File: config.mk
export PLATFORM = sky130hd
export DESIGN_NAME = parallel_port_handshake
export DESIGN_NICKNAME = d
export VERILOG_FILES = /design/src/core/pport_pkg.sv /design/src/core/parallel_port_handshake.sv
export SDC_FILE = /design/constraint.sdc
export NUM_CORES = 1
export LEC_CHECK = 0
export BUFFER_PORTS_ARGS = -buffer_cell sky130_fd_sc_hd__clkbuf_2
export CAP_MARGIN = 20
export CORE_MARGIN = 2
export CORE_UTILIZATION = 50
export CTS_CLUSTER_SIZE = 28
export DETAILED_ROUTE_END_ITERATION = 16
export GPL_TIMING_DRIVEN = 0
export PLACE_DENSITY = 0.79
export SETUP_SLACK_MARGIN = 0.02
export SKIP_LAST_GASP = 1
export SYNTH_ARGS = -nofsm -noshare
export SYNTH_HDL_FRONTEND = slang
export SYNTH_SLANG_ARGS = --single-unit
export TNS_END_PERCENT = 5
File: constraint.sdc
create_clock -name mclk -period 2.8 [get_ports mclk]
set_clock_uncertainty 0.05 [all_clocks]
set_input_delay 0.56 -clock mclk [delete_from_list [all_inputs] [get_ports mclk]]
set_output_delay 0.56 -clock mclk [all_outputs]
set_load 0.01 [all_outputs]
File: src/core/pport_pkg.sv
package pport_pkg;
   // register byte offsets on the slave bus
   localparam logic [7:0] CTRL_OFS = 8'h00;
   localparam logic [7:0] STAT_OFS = 8'h04;
   localparam logic [7:0] DATA_OFS = 8'h08;
   // control register fields
   localparam int DELAY_LSB = 16;
   localparam int DELAY_MSB = 23;
   localparam int DRQ_BIT = 15;
   localparam int XFER_BIT = 14;
   localparam int FWT_BIT = 11;
   localparam int DIR_BIT = 10;
   localparam int MODE_LSB = 8;
   localparam int MODE_MSB = 9;
   localparam int FORCE_BUSY_BIT_BIT = 7;
   localparam int FORCE_ACK_BIT_BIT = 6;
   localparam int OFF_BIT = 5;
   localparam int BRS_BIT = 2;
   localparam int ARB_BIT = 1;
   localparam int AFD_BIT = 0;
   // status register fields
   localparam int STB_BIT = 31;
   localparam int BCT_LSB = 8;
   localparam int BCT_MSB = 9;
   localparam int BSY_BIT = 7;
   localparam int ACK_BIT = 6;
   localparam logic [31:0] CTRL_RESET = 32'h0000_0000;
   localparam logic [31:0] CTRL_WMASK = 32'h00FF_0FE6;
   localparam logic [1:0] MODE_OFF = 2'h0;
   localparam logic [1:0] MODE_IRQ = 2'h1;
   localparam logic [1:0] MODE_DMA0 = 2'h2;
   localparam logic [1:0] MODE_DMA1 = 2'h3;
   localparam logic [1:0] FWT_LAST = 2'h3;
   // cycles the external buffer strobe stays low
   localparam logic [3:0] BUF_STROBE_CYC = 4'h2;
   typedef enum logic [1:0] {BUS_IDLE, BUS_ARB, BUS_STROBE, BUS_DONE} bus_state_e;
   typedef enum logic [3:0] {
      HS_IDLE, HS_IN_EDGE, HS_IN_BUSY, HS_IN_ACK,
      HS_OUT_REQ, HS_OUT_SETUP, HS_OUT_RDY, HS_OUT_ACK, HS_OUT_STB, HS_OUT_HOLD
   } hs_state_e;
endpackage

File: src/core/parallel_port_handshake.sv
// Operation
// handshake_off hands ack/busy to force bits
// host presents byte, then raises strobe
// xfer_active set on strobe leading edge
// busy within three clocks of chosen edge
// ack_after_busy=0: ack rises with busy
// after busy raise inbound service request
// full_word_sel: request every fourth byte
// ack_after_busy=0: drop both after interval/read/strobe
// ack_after_busy=1: busy off, ack on, hold interval
// xfer_active cleared when ack drops
// buffer access tagged DMA or processor
// autofeed level readable as status bit
// direction_bit holds busy active
// direction changed only while mode disabled
// direction set raises first outbound request
// data write becomes buffer write strobe
// setup interval, then ack when ready
// outbound ack lasts one interval
// host strobe confirms byte, clears xfer_active
// host autofeed high means ready
// hold interval after later event, then request
// no data write means no new handshake
// intervals counted from eight-bit delay field
// mode selects service style; off resets
// data access clears data_request_flag
// strobe and autofeed two-stage synchronised
// strobe edges as one-cycle pulses
`timescale 1ns/100ps
`default_nettype none
module parallel_port_handshake
#(
   parameter int DATA_W = 32
)
(
   input wire logic mclk, // memory clock, 100 MHz
   input wire logic rst_n, // synchronous reset
   input wire logic [7:0] avs_address, // byte address
   input wire logic avs_read, // read request
   input wire logic avs_write, // write request
   input wire logic [31:0] avs_writedata, // write data
   input wire logic [3:0] avs_byteenable, // byte lanes
   output logic [31:0] avs_readdata, // read data
   output logic avs_waitrequest, // stall
   input wire logic dma_cycle, // current bus access comes from dma
   input wire logic host_strobe, // host strobe, high active
   input wire logic host_autofeed, // host autofeed, high active
   output logic port_ack, // acknowledge to host
   output logic port_busy, // busy to host
   output logic irq_req, // interrupt service request
   output logic dma_req0, // dma channel 0 request
   output logic dma_req1, // dma channel 1 request
   output logic buf_req, // external buffer access request
   input wire logic buf_gnt, // buffer access granted
   output logic buf_dma, // access is dma class
   output logic buf_oe_n, // buffer output enable
   output logic buf_we_n, // buffer write strobe
   output logic [DATA_W-1:0] buf_wdata, // data to buffer
   input wire logic [DATA_W-1:0] buf_rdata // data from buffer
);
   // input synchronisers
   logic stb_s1_ff, stb_s2_ff, stb_s3_ff, afd_s1_ff, afd_s2_ff;
   always_ff @(posedge mclk)
   begin
      if (!rst_n)
      begin
         stb_s1_ff <= 1'b0;
         stb_s2_ff <= 1'b0;
         stb_s3_ff <= 1'b0;
         afd_s1_ff <= 1'b0;
         afd_s2_ff <= 1'b0;
      end
      else
      begin
         stb_s1_ff <= host_strobe;
         stb_s2_ff <= stb_s1_ff;
         stb_s3_ff <= stb_s2_ff;
         afd_s1_ff <= host_autofeed;
         afd_s2_ff <= afd_s1_ff;
      end
   end
   logic stb_rise, stb_fall;
   assign stb_rise = stb_s2_ff & ~stb_s3_ff;
   assign stb_fall = ~stb_s2_ff & stb_s3_ff;

   // bus slave state
   pport_pkg::bus_state_e bus_ff, nxt_bus;
   logic [3:0] bcnt_ff, nxt_bcnt;
   logic brd_ff, nxt_brd;
   logic dma_ff, nxt_dma;
   logic [31:0] rdata_ff, nxt_rdata;
   logic [DATA_W-1:0] wdata_ff, nxt_wdata;
   // handshake state
   pport_pkg::hs_state_e hs_ff, nxt_hs;
   logic [31:0] ctrl_ff, nxt_ctrl;
   logic [7:0] cnt_ff, nxt_cnt;
   logic [7:0] fcnt_ff, nxt_fcnt;
   logic [1:0] bct_ff, nxt_bct;
   logic drq_ff, nxt_drq;
   logic xfer_ff, nxt_xfer;
   logic seen_ff, nxt_seen;

   logic is_data, data_rd_done, data_wr_done, reg_wr_done;
   logic [1:0] mode;
   logic [7:0] delay;
   logic hw_busy, hw_ack, force_ack_bit_on, expired;
   logic [31:0] wmask, ctrl_view, stat_view;

   assign mode = ctrl_ff[pport_pkg::MODE_MSB:pport_pkg::MODE_LSB];
   assign delay = ctrl_ff[pport_pkg::DELAY_MSB:pport_pkg::DELAY_LSB];
   assign expired = (cnt_ff == 8'h00);
   assign is_data = (avs_address == pport_pkg::DATA_OFS);
   assign data_rd_done = (bus_ff == pport_pkg::BUS_DONE) && brd_ff && is_data;
   assign data_wr_done = (bus_ff == pport_pkg::BUS_DONE) && !brd_ff && is_data;
   assign reg_wr_done = (bus_ff == pport_pkg::BUS_DONE) && avs_write && !is_data;
   assign wmask = {{8{avs_byteenable[3]}}, {8{avs_byteenable[2]}},
                   {8{avs_byteenable[1]}}, {8{avs_byteenable[0]}}} & pport_pkg::CTRL_WMASK;

   always_comb
   begin
      ctrl_view = ctrl_ff & pport_pkg::CTRL_WMASK;
      ctrl_view[pport_pkg::DRQ_BIT] = drq_ff;
      ctrl_view[pport_pkg::XFER_BIT] = xfer_ff;
      ctrl_view[pport_pkg::AFD_BIT] = afd_s2_ff;
      stat_view = 32'h0000_0000;
      stat_view[pport_pkg::STB_BIT] = stb_s2_ff;
      stat_view[pport_pkg::DELAY_MSB:pport_pkg::DELAY_LSB] = cnt_ff;
      stat_view[pport_pkg::BCT_MSB:pport_pkg::BCT_LSB] = bct_ff;
      stat_view[pport_pkg::BSY_BIT] = port_busy;
      stat_view[pport_pkg::ACK_BIT] = port_ack;
   end

   // bus slave: registers answer after one wait cycle, data after buffer cycle
   always_comb
   begin
      nxt_bus = bus_ff;
      nxt_bcnt = bcnt_ff;
      nxt_brd = brd_ff;
      nxt_dma = dma_ff;
      nxt_rdata = rdata_ff;
      nxt_wdata = wdata_ff;
      unique case (bus_ff)
         pport_pkg::BUS_IDLE:
         begin
            if (avs_read || avs_write)
            begin
               nxt_brd = avs_read;
               if (is_data)
               begin
                  nxt_bus = pport_pkg::BUS_ARB;
                  nxt_dma = dma_cycle;
                  nxt_wdata = avs_writedata[DATA_W-1:0];
               end
               else
               begin
                  nxt_bus = pport_pkg::BUS_DONE;
                  if (avs_address == pport_pkg::CTRL_OFS)
                     nxt_rdata = ctrl_view;
                  else if (avs_address == pport_pkg::STAT_OFS)
                     nxt_rdata = stat_view;
                  else
                     nxt_rdata = 32'h0000_0000;
               end
            end
         end
         pport_pkg::BUS_ARB:
         begin
            // arbitrated like any other bus access
            if (buf_gnt)
            begin
               nxt_bus = pport_pkg::BUS_STROBE;
               nxt_bcnt = pport_pkg::BUF_STROBE_CYC - 4'h1;
            end
         end
         pport_pkg::BUS_STROBE:
         begin
            if (bcnt_ff == 4'h0)
            begin
               nxt_bus = pport_pkg::BUS_DONE;
               nxt_rdata = 32'(buf_rdata);
            end
            else
               nxt_bcnt = bcnt_ff - 4'h1;
         end
         pport_pkg::BUS_DONE:
            nxt_bus = pport_pkg::BUS_IDLE;
      endcase
   end

   always_ff @(posedge mclk)
   begin
      if (!rst_n)
      begin
         bus_ff <= pport_pkg::BUS_IDLE;
         bcnt_ff <= 4'h0;
         brd_ff <= 1'b0;
         dma_ff <= 1'b0;
         rdata_ff <= 32'h0000_0000;
         wdata_ff <= '0;
      end
      else
      begin
         bus_ff <= nxt_bus;
         bcnt_ff <= nxt_bcnt;
         brd_ff <= nxt_brd;
         dma_ff <= nxt_dma;
         rdata_ff <= nxt_rdata;
         wdata_ff <= nxt_wdata;
      end
   end

   assign avs_waitrequest = (avs_read || avs_write) && (bus_ff != pport_pkg::BUS_DONE);
   assign avs_readdata = rdata_ff;
   assign buf_req = (bus_ff == pport_pkg::BUS_ARB);
   assign buf_dma = dma_ff;
   assign buf_oe_n = !((bus_ff == pport_pkg::BUS_STROBE) && brd_ff);
   assign buf_we_n = !((bus_ff == pport_pkg::BUS_STROBE) && !brd_ff);
   assign buf_wdata = wdata_ff;

   // handshake engine, control register and interval timers
   always_comb
   begin
      nxt_hs = hs_ff;
      nxt_ctrl = ctrl_ff;
      nxt_cnt = expired ? 8'h00 : cnt_ff - 8'h01;
      nxt_fcnt = (fcnt_ff == 8'h00) ? 8'h00 : fcnt_ff - 8'h01;
      nxt_bct = bct_ff;
      nxt_drq = drq_ff;
      nxt_xfer = xfer_ff;
      nxt_seen = seen_ff;
      // force-ack runs its own timer so it works with handshaking off
      if (ctrl_ff[pport_pkg::FORCE_ACK_BIT_BIT] && fcnt_ff == 8'h00)
         nxt_ctrl[pport_pkg::FORCE_ACK_BIT_BIT] = 1'b0;
      if (data_rd_done || data_wr_done)
         nxt_drq = 1'b0;
      unique case (hs_ff)
         pport_pkg::HS_IDLE:
         begin
            if (ctrl_ff[pport_pkg::DIR_BIT])
            begin
               nxt_drq = 1'b1;
               nxt_hs = pport_pkg::HS_OUT_REQ;
            end
            else if (stb_rise)
            begin
               nxt_xfer = 1'b1;
               if (ctrl_ff[pport_pkg::BRS_BIT])
                  nxt_hs = pport_pkg::HS_IN_EDGE;
               else
               begin
                  nxt_hs = pport_pkg::HS_IN_BUSY;
                  nxt_cnt = delay;
                  if (!ctrl_ff[pport_pkg::FWT_BIT] || bct_ff == pport_pkg::FWT_LAST)
                  begin
                     nxt_drq = 1'b1;
                     nxt_bct = 2'h0;
                  end
                  else
                     nxt_bct = bct_ff + 2'h1;
               end
            end
         end
         pport_pkg::HS_IN_EDGE:
         begin
            if (stb_fall)
            begin
               nxt_hs = pport_pkg::HS_IN_BUSY;
               nxt_cnt = delay;
               if (!ctrl_ff[pport_pkg::FWT_BIT] || bct_ff == pport_pkg::FWT_LAST)
               begin
                  nxt_drq = 1'b1;
                  nxt_bct = 2'h0;
               end
               else
                  nxt_bct = bct_ff + 2'h1;
            end
         end
         pport_pkg::HS_IN_BUSY:
         begin
            // drq low means the word was read or none was requested
            if (ctrl_ff[pport_pkg::ARB_BIT])
            begin
               if (!drq_ff && !stb_s2_ff)
               begin
                  nxt_hs = pport_pkg::HS_IN_ACK;
                  nxt_cnt = delay;
               end
            end
            else if (expired && !drq_ff && !stb_s2_ff)
            begin
               nxt_hs = pport_pkg::HS_IDLE;
               nxt_xfer = 1'b0;
            end
         end
         pport_pkg::HS_IN_ACK:
         begin
            if (expired)
            begin
               nxt_hs = pport_pkg::HS_IDLE;
               nxt_xfer = 1'b0;
            end
         end
         pport_pkg::HS_OUT_REQ:
         begin
            // parked here until software or dma writes the data
            if (data_wr_done)
            begin
               nxt_hs = pport_pkg::HS_OUT_SETUP;
               nxt_cnt = delay;
               nxt_xfer = 1'b1;
               nxt_seen = 1'b0;
            end
         end
         pport_pkg::HS_OUT_SETUP:
         begin
            if (expired)
               nxt_hs = pport_pkg::HS_OUT_RDY;
         end
         pport_pkg::HS_OUT_RDY:
         begin
            if (afd_s2_ff && !stb_s2_ff)
            begin
               nxt_hs = pport_pkg::HS_OUT_ACK;
               nxt_cnt = delay;
            end
         end
         pport_pkg::HS_OUT_ACK:
         begin
            if (expired)
            begin
               nxt_cnt = delay;
               nxt_hs = (seen_ff || stb_rise) ? pport_pkg::HS_OUT_HOLD : pport_pkg::HS_OUT_STB;
            end
         end
         pport_pkg::HS_OUT_STB:
         begin
            if (stb_rise)
            begin
               nxt_hs = pport_pkg::HS_OUT_HOLD;
               nxt_cnt = delay;
            end
         end
         pport_pkg::HS_OUT_HOLD:
         begin
            if (expired)
            begin
               nxt_hs = pport_pkg::HS_OUT_REQ;
               nxt_drq = 1'b1;
            end
         end
      endcase
      if (stb_rise && (hs_ff == pport_pkg::HS_OUT_ACK || hs_ff == pport_pkg::HS_OUT_STB))
      begin
         nxt_seen = 1'b1;
         nxt_xfer = 1'b0;
      end
      if (reg_wr_done && avs_address == pport_pkg::CTRL_OFS)
      begin
         nxt_ctrl = (ctrl_ff & ~wmask) | (avs_writedata & wmask);
         // a write of 1 to force-ack restarts its interval
         if (avs_writedata[pport_pkg::FORCE_ACK_BIT_BIT] && avs_byteenable[0])
            nxt_fcnt = avs_writedata[pport_pkg::DELAY_MSB:pport_pkg::DELAY_LSB] & {8{avs_byteenable[2]}}
                       | delay & {8{!avs_byteenable[2]}};
      end
      // disabled mode resets the engine but keeps the programmed fields
      if (mode == pport_pkg::MODE_OFF)
      begin
         nxt_hs = pport_pkg::HS_IDLE;
         nxt_cnt = 8'h00;
         nxt_bct = 2'h0;
         nxt_drq = 1'b0;
         nxt_xfer = 1'b0;
         nxt_seen = 1'b0;
      end
   end

   always_ff @(posedge mclk)
   begin
      if (!rst_n)
      begin
         hs_ff <= pport_pkg::HS_IDLE;
         ctrl_ff <= pport_pkg::CTRL_RESET;
         cnt_ff <= 8'h00;
         fcnt_ff <= 8'h00;
         bct_ff <= 2'h0;
         drq_ff <= 1'b0;
         xfer_ff <= 1'b0;
         seen_ff <= 1'b0;
      end
      else
      begin
         hs_ff <= nxt_hs;
         ctrl_ff <= nxt_ctrl;
         cnt_ff <= nxt_cnt;
         fcnt_ff <= nxt_fcnt;
         bct_ff <= nxt_bct;
         drq_ff <= nxt_drq;
         xfer_ff <= nxt_xfer;
         seen_ff <= nxt_seen;
      end
   end

   // busy also stands high in disabled mode so the host waits
   assign hw_busy = (mode == pport_pkg::MODE_OFF) || ctrl_ff[pport_pkg::DIR_BIT]
                    || (hs_ff == pport_pkg::HS_IN_BUSY);
   assign hw_ack = (mode != pport_pkg::MODE_OFF)
                   && ((hs_ff == pport_pkg::HS_IN_BUSY && !ctrl_ff[pport_pkg::ARB_BIT])
                       || hs_ff == pport_pkg::HS_IN_ACK || hs_ff == pport_pkg::HS_OUT_ACK);
   assign force_ack_bit_on = ctrl_ff[pport_pkg::FORCE_ACK_BIT_BIT];
   assign port_busy = ctrl_ff[pport_pkg::FORCE_BUSY_BIT_BIT] || (!ctrl_ff[pport_pkg::OFF_BIT] && hw_busy);
   assign port_ack = force_ack_bit_on || (!ctrl_ff[pport_pkg::OFF_BIT] && hw_ack);
   assign irq_req = drq_ff && (mode == pport_pkg::MODE_IRQ);
   assign dma_req0 = drq_ff && (mode == pport_pkg::MODE_DMA0);
   assign dma_req1 = drq_ff && (mode == pport_pkg::MODE_DMA1);
endmodule
`default_nettype wire

==> metrics.yaml <==
outcome:
  status: "complete, no violations"
clock_tree:
  cts_buffers: 17
  clock-sinks: 119
  cts_tree: "done"
  postCtsHoldBufs: 0
  h-tree-depth: 4
  cts_root_buf: "clkbuf_16"
  clk_path_buf_depth: 2
  cts_setup_buffers: 0
  clkLatencyLatePin_ns: 0.43
  clkTransAtPathRegs_ns: 0.06
timing:
  setup_viol: 0
  tightest_slew_ns: 0.8823
  min_period_ns: 2.684
  rsz0062_at_grt: "yes"
  fin_crit_sh: 0.9584
  slew-limit-headroom: 0.4069
  hold_violations: 0
  finalMaxSlewViolations: 0
  max_clock_freq_ghz: 0.3726
grt:
  grt_antenna_before_repair: 0
  grt_first_pass_wirelength_mm: 27.83
  grt_overflow: 0
  grt_start_max_net_pins: 17
  track_usage: 0.3008
  grt_pass1_vias: 5699
layout:
  nets: 947
  multi_input_area_mm2: 0.002995
  final_area_mm2: 0.007196
  area_growth_pct: 27.69
  drive_above_1_share: 0.2638
  fillers: 934
  layout_common_cells: "157 x clkbuf_2, 127 x nand2_1, 119 x dfxtp_1"
  final_common_cell: "clkbuf_2"
  regArea_mm2: 0.002382
  fin_cells: 1008
  diodes: 0
synthesis:
  syn_avg_cell_area_um2: 8.263
  synth_top_family_by_area: "simple AND/OR/NAND/NOR gates"
  postSynth.asyncResetShare: 0
  synthAdderAreaFrac: 0.01776
  ys_ff_latch: 119
  synth-seq-area-share: 0.4227
  yosysTopAreaCellShare: 0.4227
  synth_xor_area_frac: 0.01399
  synth_nets: 774
  synthCells: 682
  synth-compound-area-share: 0.2278
  synth_area_leader_cell: "dfxtp_1"
  syn-cell-area_mm2: 0.005635
  synthMuxAreaShare: 0.04263
  ys_top_cells_by_area: "dfxtp_1 42%, nand2_1 8.5%, a21oi_1 6.7%"
  synth_cell_types: 67
  synth_edf_count: 0
  synthFlopType: "dfxtp_1"
  synth_simple_gate_area_frac: 0.2280
  yosysWarnings: 0
min_path:
  hold_path.class: "input pin to flop"
  hold_depth: 2
worst_setup_path:
  critical_path_cell_count: 6
  crit_arrival_ns: 2.07
  slowest_delay_ns: 0.40
  path_buf_inv: 4
  cp_common_cell: "clkbuf_2"
  path_cells: "inv_1 -> ha_1 -> clkbuf_2 -> clkbuf_1 -> nand2_1 -> clkbuf_2"
  worstSetupPathType: "flop to output pin"
  critical-path-top-delay-family: "buffers and inverters"
  end_kind: "output pin"
  start_kind: "flop"
  reg2reg_depth: 8
  cpMaxStageDelayCell: "clkbuf_1"
  cp.required_ns: 2.19
  path_max_fanout: 10
power_and_ir_drop:
  power_frac_comb: 0.282
  power_frac_seq: 0.353
  vdd_drop_max_v: 0.0006202
  fin_total_pwr_mw: 6.032
  power_density_mw_per_mm2: 838.2
  switching_share: 0.3353
  intPower_mw: 4.009
  leakagePower_nw: 2.882
  p_switching_mw: 2.022
  clkPwrFrac: 0.365
floorplanning:
  fp.dieH_um: 110.2
  core_area_mm2: 0.01094
  io_pins: 158
  rows: 38
  start_util: 0.5153
  die_area_mm2: 0.01214
  die_w_um: 110.2
place:
  place_congestion: 0.9494
  dp_cells: 977
  portBuffers: 155
  place_area_mm2: 0.006586
  dpl.hpwl_mm: 13.68
drt:
  route.vias.total: 5860
  drc: 0
  antenna_left: 0
  wire_per_inst_um: 17.91
  dr.pass1.iters: 5
  routed_wl_mm: 18.05
  drtIter0Drc: 463
  vias_per_cell: 5.813
run:
  drv_cap: 0
## power groups by stage
stage	sequential [mW]	combinational [mW]	clock (mW)
detailed placement	2.16	1.66	0
global placement	2.14	1.60	0
finish	2.13	1.70	2.20
floorplan	2.21	1.01	0
global route	2.16	1.88	2.29
CTS	2.13	1.69	2.22
## cell usage after synthesis (4+ instances only)
cell type,count
a22oi_1,20
nor2_1,42
clkbuf_1,37
nor3_1,7
nand2b_1,11
o2bb2ai_1,4
a32o_1,12
xnor2_1,4
or4_1,4
xor2_1,5
mux2_2,16
a211oi_1,21
inv_1,17
mux2i_1,6
and2_1,11
nor4_1,4
nand3_1,17
dfxtp_1,119
nor2b_1,8
nor3b_1,5
o211ai_1,6
buf_2,5
ha_1,8
nand2_1,127
a21oi_1,75
o21ai_0,26
nand4_1,4
## repair_timing
action	in CTS	in global routing
endpoints found under the hold margin	0	0
endpoints found under the setup margin	3	3
gates resized for setup	3	0
## worst reg2reg max path: cells and delay by family, from the launching register on
kind                     cells  cell delay (ns)
AO/OA/AOI/OAI                2             0.65
adder cells (fa/ha/maj)      1             0.18
flip-flops                   1             0.33
buffers and inverters        2             0.52
AND/OR/NAND/NOR              3             0.79
## state kept, by name, summed over array words and instances, names as in the netlist, 2 cells and up, named ones only
signal        cells
bus_ff            2
bcnt_ff           4
buf_wdata        32
avs_readdata     32
hs_ff             4
ctrl_ff           9
cnt_ff            8
fcnt_ff           8
bct_ff            2
## cell families after synthesis
family,after synthesis
adders and majority gates,8
DFF,119
buffers and inverters,64
and+or+nand+nor,265
muxes,22
xor gates and xnor gates,9
AOI/OAI and AO/OA,195
## final timing paths
check                                              from                            end  slack [ns]
worst max-delay path             bus_ff[0]$_SDFFE_PN0P_                       buf_oe_n        0.12
worst min-delay path                      buf_rdata[13]  avs_readdata[13]$_SDFFE_PN0P_        0.30
worst max register to register  bcnt_ff[0]$_SDFFE_PN0P_  avs_readdata[23]$_SDFFE_PN0P_        0.18
worst min register to register     stb_s1_ff$_SDFF_PN0_           stb_s2_ff$_SDFF_PN0_        0.40
## final cells by class
class / count / area share
repair buffers: 156 / 0.1085
inverters: 18 / 0.009390
plain buffers: 44 / 0.02678
clock inverters: 10 / 0.01635
multi-input cells: 499 / 0.4163
flip-flops and latches: 119 / 0.3311
well taps: 140 / 0.02434
clock buffers: 22 / 0.06729
## routing by layer
layer  track usage  wire length [um]  up-vias
met5             0                 0        -
met1        0.3579              7405     2765
met3       0.08642              1550       35
met2        0.5088              8730      270
met4        0.1232               367        0
li1              -                 -     2790
## metrics by stage
step                hold slack, ns  setup TNS [ns]  setup WS (ns)    util
floorplan                   0.3619               0         0.6454       -
detailed placement          0.3748         -0.3273        -0.1278  0.6023
global placement            0.3740               0        0.01540  0.6023
CTS                         0.2841       -0.003508      -0.003508  0.6582
global route                0.2969       -0.009400      -0.009400  0.6580
finish                      0.2977               0         0.1163  0.6580
Power figures use the tool's default switching activity.
